### config.mk
export PLATFORM = sky130hd
export DESIGN_NAME = pdsr_regs
export DESIGN_NICKNAME = d
export VERILOG_FILES = /design/src/shared/pdsr_pkg.sv /design/src/hw/pdsr_loopback.sv /design/src/hw/pdsr_regs.sv
export SDC_FILE = /design/constraint.sdc
export NUM_CORES = 1
export LEC_CHECK = 0
export ABC_AREA = 1
export BUFFER_PORTS_ARGS = -buffer_cell sky130_fd_sc_hd__buf_4
export CAP_MARGIN = 20
export CORE_MARGIN = 5
export CORE_UTILIZATION = 47
export DETAILED_ROUTE_END_ITERATION = 7
export PLACE_DENSITY = 0.91
export SYNTH_ARGS = -nofsm -noshare
export SYNTH_HDL_FRONTEND = slang
export SYNTH_SLANG_ARGS = --single-unit
### constraint.sdc
create_clock -name clk -period 1.3 [get_ports clk]
set_input_delay 0.195 -clock clk [delete_from_list [all_inputs] [get_ports clk]]
set_output_delay 0.195 -clock clk [all_outputs]
set_load 0.02 [all_outputs]
### src/shared/pdsr_pkg.sv
package pdsr_pkg;

    // register indices; byte address is four times the index
    localparam logic [9:0] IDX_EXT_CAP = 10'h11e;
    localparam logic [9:0] IDX_LOOPBACK = 10'h122;
    localparam logic [9:0] IDX_CABLE_DIAG = 10'h124;
    localparam logic [9:0] IDX_LINK_STATUS = 10'h126;
    localparam logic [9:0] IDX_IRQ_STATUS = 10'h130;
    localparam logic [9:0] IDX_IRQ_MASK = 10'h131;

    localparam int ADDR_W = 12;
    localparam int IRQ_W = 3;

    // fixed capability word: 1000BASE-T full and half, no 1000BASE-X
    localparam logic [15:0] EXT_CAP_VALUE = 16'h3000;

    // loopback register layout
    localparam int LB_ENABLE_BIT = 8;
    localparam int LB_RC_BIT = 1;
    localparam logic [15:0] LB_RESET = 16'h00f4;
    localparam logic [15:0] LB_WRITE_MASK = 16'hfffe;

    // cable diagnostic register layout
    localparam int CD_ENABLE_BIT = 15;
    localparam int CD_SPARE_BIT = 14;
    localparam int CD_PAIR_LSB = 12;
    localparam int CD_SPARE2_LSB = 10;
    localparam int CD_STATUS_LSB = 8;
    localparam logic [1:0] CD_PAIR_RESET = 2'h0;
    localparam logic [1:0] CD_STATUS_RESET = 2'h0;

    // link status layout
    localparam int LS_GIG_BIT = 1;
    localparam int LS_FAST_BIT = 0;

    // interrupt event positions
    localparam int EV_TEST_DONE = 0;
    localparam int EV_GIG_CHANGE = 1;
    localparam int EV_FAST_CHANGE = 2;
    localparam logic [IRQ_W-1:0] IRQ_RESET = 3'h0;

    typedef enum logic [1:0] {
        PDSR_PAIR_A,
        PDSR_PAIR_B,
        PDSR_PAIR_C,
        PDSR_PAIR_D
    } pdsr_pair_t;

    typedef enum logic [1:0] {
        PDSR_CABLE_NORMAL,
        PDSR_CABLE_OPEN,
        PDSR_CABLE_SHORT,
        PDSR_CABLE_RSVD
    } pdsr_cable_t;

endpackage : pdsr_pkg

### src/hw/pdsr_loopback.sv
`timescale 1ns/1ps

// one data path with a remote loopback turnaround
module pdsr_loopback #(
    parameter int WIDTH = 8
) (
    input wire logic clk,
    input wire logic rst_n,
    input wire logic loop_en,
    input wire logic [WIDTH-1:0] ext_in_data,
    input wire logic ext_in_valid,
    input wire logic [WIDTH-1:0] fab_in_data,
    input wire logic fab_in_valid,
    output logic [WIDTH-1:0] ext_out_data,
    output logic ext_out_valid,
    output logic [WIDTH-1:0] fab_out_data,
    output logic fab_out_valid
);
    import pdsr_pkg::*;

    // external input turns back outward, fabric data still follows it but valid is low while looping
    wire logic [WIDTH-1:0] ext_sel_data = loop_en ? ext_in_data : fab_in_data;
    wire logic ext_sel_valid = loop_en ? ext_in_valid : fab_in_valid;
    wire logic fab_sel_valid = ext_in_valid & ~loop_en;

    // one register stage both ways so latency does not depend on mode
    always_ff @(posedge clk) begin
        if (!rst_n) begin
            ext_out_data <= '0;
            ext_out_valid <= 1'b0;
            fab_out_data <= '0;
            fab_out_valid <= 1'b0;
        end else begin
            ext_out_data <= ext_sel_data;
            ext_out_valid <= ext_sel_valid;
            fab_out_data <= ext_in_data;
            fab_out_valid <= fab_sel_valid;
        end
    end

endmodule : pdsr_loopback

### src/hw/pdsr_regs.sv
`timescale 1ns/1ps

module pdsr_regs #(
    parameter int LINE_W = 8,
    parameter int MIP_W = 4
) (
    input wire logic clk,
    input wire logic rst_n,
    // avalon-mm slave
    input wire logic [pdsr_pkg::ADDR_W-1:0] avs_address,
    input wire logic avs_read,
    input wire logic avs_write,
    input wire logic [31:0] avs_writedata,
    input wire logic [3:0] avs_byteenable,
    output logic [31:0] avs_readdata,
    output logic avs_waitrequest,
    output logic irq,
    // cable measurement engine
    output logic diag_start,
    output logic diag_abort,
    output logic [1:0] diag_pair,
    input wire logic diag_done,
    input wire logic [1:0] diag_result,
    // link state from the phy, asynchronous to clk
    input wire logic link_gig_up,
    input wire logic link_fast_up,
    // copper data path
    input wire logic [LINE_W-1:0] line_rx_data,
    input wire logic line_rx_valid,
    output logic [LINE_W-1:0] line_tx_data,
    output logic line_tx_valid,
    input wire logic [LINE_W-1:0] fab_tx_data,
    input wire logic fab_tx_valid,
    output logic [LINE_W-1:0] fab_rx_data,
    output logic fab_rx_valid,
    // media independent port data path
    input wire logic [MIP_W-1:0] media_independent_port_txd,
    input wire logic media_independent_port_tx_en,
    output logic [MIP_W-1:0] media_independent_port_rxd,
    output logic media_independent_port_rx_dv,
    input wire logic [MIP_W-1:0] mip_fab_data,
    input wire logic mip_fab_valid,
    output logic [MIP_W-1:0] mip_to_fab_data,
    output logic mip_to_fab_valid
);
    import pdsr_pkg::*;

    // expand byte enables into a bit mask for the low half word
    function automatic logic [15:0] lane_mask(input logic [3:0] be);
        lane_mask = {{8{be[1]}}, {8{be[0]}}};
    endfunction : lane_mask

    logic ack_q;
    logic [31:0] rdata_q;
    logic [15:0] lb_q;
    logic busy_q;
    logic spare_q;
    logic [1:0] pair_q;
    logic [1:0] spare2_q;
    logic [1:0] cable_q;
    logic start_q;
    logic abort_q;
    logic gig_m_q;
    logic gig_q;
    logic fast_m_q;
    logic fast_q;
    logic gig_old_q;
    logic fast_old_q;
    logic [IRQ_W-1:0] irq_st_q;
    logic [IRQ_W-1:0] irq_mask_q;
    logic [15:0] lb_d;
    logic [IRQ_W-1:0] irq_st_d;

    // one wait cycle per access; the access completes on the ack cycle
    wire logic req = avs_read | avs_write;
    wire logic wr_go = avs_write & ack_q;
    wire logic rd_go = avs_read & ack_q;
    wire logic [9:0] idx = avs_address[ADDR_W-1:2];
    wire logic [15:0] wmask = lane_mask(avs_byteenable);
    wire logic [15:0] wdat = avs_writedata[15:0];

    wire logic sel_cap = idx == IDX_EXT_CAP;
    wire logic sel_lb = idx == IDX_LOOPBACK;
    wire logic sel_cd = idx == IDX_CABLE_DIAG;
    wire logic sel_ls = idx == IDX_LINK_STATUS;
    wire logic sel_ist = idx == IDX_IRQ_STATUS;
    wire logic sel_imk = idx == IDX_IRQ_MASK;

    // cable register write decode, upper byte lane carries all fields
    wire logic cd_wr = wr_go & sel_cd & avs_byteenable[1];
    wire logic cd_start = cd_wr & wdat[CD_ENABLE_BIT] & ~busy_q;
    wire logic cd_abort = cd_wr & ~wdat[CD_ENABLE_BIT] & busy_q;
    wire logic cd_finish = busy_q & diag_done & ~cd_abort;

    // link change detection on the synchronised levels
    wire logic gig_chg = gig_q ^ gig_old_q;
    wire logic fast_chg = fast_q ^ fast_old_q;
    wire logic [IRQ_W-1:0] ev = {fast_chg, gig_chg, cd_finish};

    // register views
    wire logic [15:0] cd_view = {busy_q, spare_q, pair_q, spare2_q,
                                 cable_q, 8'h00};
    wire logic [15:0] ls_view = {14'h0000, gig_q, fast_q};

    // read multiplexer; unmapped words read zero
    wire logic [15:0] rd_mux =
        sel_cap ? EXT_CAP_VALUE :
        sel_lb ? lb_q :
        sel_cd ? cd_view :
        sel_ls ? ls_view :
        sel_ist ? {13'h0000, irq_st_q} :
        sel_imk ? {13'h0000, irq_mask_q} : 16'h0000;

    assign avs_waitrequest = req & ~ack_q;
    assign avs_readdata = rdata_q;
    assign irq = |(irq_st_q & irq_mask_q);
    assign diag_start = start_q;
    assign diag_abort = abort_q;
    assign diag_pair = pair_q;

    // loopback register next value: masked write, bit 0 fixed, bit 1
    // clears on read; a write in the same access wins over the clear
    always_comb begin
        lb_d = lb_q;
        if (rd_go && sel_lb) begin
            lb_d[LB_RC_BIT] = 1'b0;
        end
        if (wr_go && sel_lb) begin
            lb_d = (lb_q & ~(wmask & LB_WRITE_MASK))
                 | (wdat & wmask & LB_WRITE_MASK);
        end
    end

    // sticky status: write one clears, a new event in the same cycle wins
    always_comb begin
        irq_st_d = irq_st_q;
        if (wr_go && sel_ist && avs_byteenable[0]) begin
            irq_st_d = irq_st_q & ~wdat[IRQ_W-1:0];
        end
        irq_st_d = irq_st_d | ev;
    end

    // bus handshake and read data capture
    always_ff @(posedge clk) begin
        if (!rst_n) begin
            ack_q <= 1'b0;
            rdata_q <= 32'h0000_0000;
        end else begin
            ack_q <= req & ~ack_q;
            rdata_q <= {16'h0000, rd_mux};
        end
    end

    // loopback and interrupt registers
    always_ff @(posedge clk) begin
        if (!rst_n) begin
            lb_q <= LB_RESET;
            irq_st_q <= IRQ_RESET;
            irq_mask_q <= IRQ_RESET;
        end else begin
            lb_q <= lb_d;
            irq_st_q <= irq_st_d;
            if (wr_go && sel_imk && avs_byteenable[0]) begin
                irq_mask_q <= wdat[IRQ_W-1:0];
            end
        end
    end

    // writable spare and pair fields of the cable register
    always_ff @(posedge clk) begin
        if (!rst_n) begin
            spare_q <= 1'b0;
            pair_q <= CD_PAIR_RESET;
            spare2_q <= 2'h0;
        end else if (cd_wr) begin
            spare_q <= wdat[CD_SPARE_BIT];
            pair_q <= wdat[CD_PAIR_LSB +: 2];
            spare2_q <= wdat[CD_SPARE2_LSB +: 2];
        end
    end

    // test sequencing: start, self clear on done, abort on zero write
    always_ff @(posedge clk) begin
        if (!rst_n) begin
            busy_q <= 1'b0;
            start_q <= 1'b0;
            abort_q <= 1'b0;
        end else begin
            start_q <= cd_start;
            abort_q <= cd_abort;
            if (cd_start) begin
                busy_q <= 1'b1;
            end else if (cd_abort || cd_finish) begin
                busy_q <= 1'b0;
            end
        end
    end

    // result held until the next start; status bits ignore bus writes
    always_ff @(posedge clk) begin
        if (!rst_n) begin
            cable_q <= CD_STATUS_RESET;
        end else if (cd_start) begin
            cable_q <= CD_STATUS_RESET;
        end else if (cd_finish) begin
            cable_q <= diag_result;
        end
    end

    // link levels cross two flops before use; first stage read only here
    always_ff @(posedge clk) begin
        if (!rst_n) begin
            gig_m_q <= 1'b0;
            gig_q <= 1'b0;
            fast_m_q <= 1'b0;
            fast_q <= 1'b0;
            gig_old_q <= 1'b0;
            fast_old_q <= 1'b0;
        end else begin
            gig_m_q <= link_gig_up;
            gig_q <= gig_m_q;
            fast_m_q <= link_fast_up;
            fast_q <= fast_m_q;
            gig_old_q <= gig_q;
            fast_old_q <= fast_q;
        end
    end

    // copper path: line receive goes back out on line transmit
    pdsr_loopback #(
        .WIDTH(LINE_W)
    ) u_copper_loop (
        .clk(clk),
        .rst_n(rst_n),
        .loop_en(lb_q[LB_ENABLE_BIT]),
        .ext_in_data(line_rx_data),
        .ext_in_valid(line_rx_valid),
        .fab_in_data(fab_tx_data),
        .fab_in_valid(fab_tx_valid),
        .ext_out_data(line_tx_data),
        .ext_out_valid(line_tx_valid),
        .fab_out_data(fab_rx_data),
        .fab_out_valid(fab_rx_valid)
    );

    // mii path: transmit pins come back on receive pins
    pdsr_loopback #(
        .WIDTH(MIP_W)
    ) u_mip_loop (
        .clk(clk),
        .rst_n(rst_n),
        .loop_en(lb_q[LB_ENABLE_BIT]),
        .ext_in_data(media_independent_port_txd),
        .ext_in_valid(media_independent_port_tx_en),
        .fab_in_data(mip_fab_data),
        .fab_in_valid(mip_fab_valid),
        .ext_out_data(media_independent_port_rxd),
        .ext_out_valid(media_independent_port_rx_dv),
        .fab_out_data(mip_to_fab_data),
        .fab_out_valid(mip_to_fab_valid)
    );

endmodule : pdsr_regs

==> flow_summary_export.csv <==
group,metric,value,unit
timing,worst_hold_slack,25.8,ps
clocking,clk_pin_slew,90,ps
global_routing,grt.overflow.total,0,
clocking,cts_buffers,9,
synthesis,ys_warn_count,0,
timing,finalCritPeriodShare,0.984,
placed_design,place_area,4400,um^2
synthesis,yosysTopAreaCellShare,0.486,
critical_path,cp.arrival,1080,ps
timing,rsz0062_at_grt,"true",
synthesis,yosys-top-cells-area,"dfxtp_1, nand2_1, nor2_1, inv_1, nand3_1",
floorplan,dieArea,8990,um^2
floorplan,io_pins,151,
detailed_routing,first_pass_iters,5,
timing,clock-skew-final,10.9,ps
synthesis,yosysTopAreaCell,"dfxtp_1",
synthesis,syn_area,3380,um^2
critical_path,reg2reg_from,"ack_q$_SDFF_PN0_",
detailed_routing,route.detailed.drc,0,
job,max-cap-violations,0,
synthesis,synth.avg_cell_area,7.49,um^2
synthesis,ys_seq_elements,82,
final_layout,area_delta_synth_final,38.1,%
final_layout,n_fill_cell,597,
worst_hold_path,worstHoldEndpoint,"fast_m_q$_SDFF_PN0_",
floorplan,die_h,94.8,um
clocking,clock_sinks,82,
detailed_routing,finalWirelength,9.14,mm
critical_path,worstPathMaxFanout,2,
worst_hold_path,holdPathStages,3,
global_routing,grt_pass1_wl,14.2,mm
timing,final-setup-viol-count,0,
timing,finalMaxSlewViolations,0,
timing,max-slew-margin-rel,0.646,
synthesis,postSynthCellCount,451,
critical_path,critical_path_class,"flip-flop to output pin",
placed_design,port_buffers,114,
pwr,power.total,5.13,mW
synthesis,synth_cell_type_count,30,
global_routing,grtUsageTotal,0.199,
critical_path,endpoint_kind,"output pin",
global_routing,antenna_found_initial,0,
floorplan,num_rows,31,
timing,tightestPinTransition,529,ps
timing,hold_viol_final,0,
detailed_routing,wl_per_cell,13.2,um
floorplan,core_area,7140,um^2
synthesis,seq_area_frac_synth,0.486,
placed_design,gp_congestion,0.837,
clocking,cts-root-buf,"clkbuf_8",
final_layout,antennaDiodeCount,0,
global_routing,grt_max_degree,23,
critical_path,r2r_setup_slack,70,ps
critical_path,r2r_cells,6,
clocking,cts_hold_buf,0,
final_layout,fin_nets,675,
timing,fin_crit,1280,ps
detailed_routing,vias,3274,
clocking,clock_path_buffers,2,
detailed_routing,avgViaCountPerCell,4.72,
global_routing,grt_pass1_vias,3250,
placed_design,dp_hpwl,6.94,mm
pwr,vdd_ir_drop_max,0.542,mV
clocking,htree_levels,3,
floorplan,die_w,94.8,um
critical_path,worst_setup_path_start_kind,"flip-flop",
final_layout,drive_above_1_share,0.318,
timing,fmax,782,MHz
detailed_routing,drt_iter0_markers,198,
run_status,outcome,"finished clean",
clocking,cts_tree,"built",
pwr,powerDensity,1100,nW/um^2
clocking,clk_latency,350,ps
pwr,p_leak,2.51,nW
detailed_routing,final_antenna_net_count,0,
floorplan,initial_utilization,0.474,
final_layout,postLayoutCellArea,4670,um^2
worst_hold_path,hp-class,"input port to flip-flop",
critical_path,required,1110,ps
worst_hold_path,hold_start,"link_fast_up",
-- power by group --
group          switching (mW)  internal [mW]
clock                   0.991          0.924
combinational           0.337          0.274
sequential             0.0244           2.58
-- cells by family after synthesis --
| family | after synthesis | synth area share |
|---|---|---|
| buf+inv | 97 | 0.138 |
| compound gates | 37 | 0.0607 |
| flops | 82 | 0.486 |
| simple gates | 232 | 0.309 |
| other cells | 1 | 0.00111 |
| xor+xnor | 2 | 0.00518 |
-- worst max-delay path, cell delays in order, from the launching register on --
cell	delay, ps
dfxtp_2	340
inv_2	40
o221ai_2	180
buf_4	170
-- stage by stage --
stage / setup WS (ps) / TNS [ps] / instances / util
2_1_floorplan: 121 / 0 / 466 / -
3_3_place_gp: -10.6 / -46.7 / 674 / 0.616
3_5_place_dp: -143 / -940 / 674 / 0.616
4_1_cts: 7.39 / 0 / 690 / 0.646
5_1_grt: -6.60 / -6.60 / 694 / 0.654
6_report: 20.8 / 0 / 694 / 0.654
-- layout by cell type, fill, tap and decap left out --
cell	instances
or2_0	1
nand3_1	30
nand2_1	103
buf_4	141
inv_8	1
clkinvlp_4	1
dfxtp_1	77
nand2_8	1
o221ai_2	1
nor2_4	6
nor2_2	3
clkbuf_8	9
nand2_2	5
nand4_1	5
dfxtp_2	5
inv_6	3
nor3_1	5
nand3_2	1
nor2_1	68
buf_12	1
nor2_8	1
inv_1	64
inv_2	4
clkinv_4	1
conb_1	16
o21ai_0	4
nand2_4	2
nand4_4	1
a21oi_1	27
o211ai_2	1
a31oi_1	1
bufinv_16	1
o21bai_1	3
xnor2_1	2
-- synth_stat cells --
master,count
a21oi_1,27
a31oi_1,1
buf_1,1
buf_2,2
buf_4,18
buf_6,3
buf_8,1
clkbuf_1,4
conb_1,1
dfxtp_1,82
inv_1,66
inv_2,2
nand2_1,104
nand2_2,4
nand2_4,3
nand3_1,30
nand3_2,1
nand4_1,5
nand4_2,1
nor2_1,69
nor2_2,2
nor2_4,6
nor2_8,1
nor3_1,5
o211ai_2,1
o21ai_0,4
o21bai_1,3
o221ai_1,1
or2_0,1
xnor2_1,2
-- what timing repair did --
action	in CTS	in global routing
endpoints found under the hold margin	0	0
resized for setup	3	9
setup endpoints to repair	1	16
buffers inserted	0	4
pin swaps	0	3
-- cell type report --
cell class / count / area, um^2 / share of cell area
clock buffers: 9 / 124 / 0.0265
clock inverters: 7 / 83.8 / 0.0180
inverters: 68 / 255 / 0.0547
multi-input cells: 287 / 1360 / 0.290
flip-flops and latches: 82 / 1650 / 0.353
well taps: 99 / 124 / 0.0265
repair buffers: 142 / 1080 / 0.231
-- worst max path at each step --
stage / startpoint / end / slack [ps]
detailed placement: avs_address[9] / irq_mask_q[1]$_SDFFE_PN0P_ / -140
finish: irq_st_q[2]$_SDFF_PN0_ / irq / 20
global placement: avs_address[11] / avs_readdata[10]$_SDFF_PP0_ / -10
CTS: ack_q$_SDFF_PN0_ / cable_q[1]$_SDFFE_PP0P_ / 7
global route: irq_st_q[2]$_SDFF_PN0_ / irq / -7
floorplan: ack_q$_SDFF_PN0_ / cable_q[0]$_SDFFE_PP0P_ / 120
-- per-layer routing --
| layer | global-route usage | wire, um | part of all wire | up-vias |
|---|---|---|---|---|
| met2 | 0.362 | 4890 | 0.53 | 122 |
| met4 | 0.0805 | 175 | 0.019 | 0 |
| li1 | - | - | - | 1620 |
| met3 | 0.0351 | 516 | 0.056 | 13 |
| met1 | 0.228 | 3560 | 0.39 | 1519 |
| met5 | 0 | 0 | 0 | - |
Note: power is estimated with default switching activity, not from simulation.
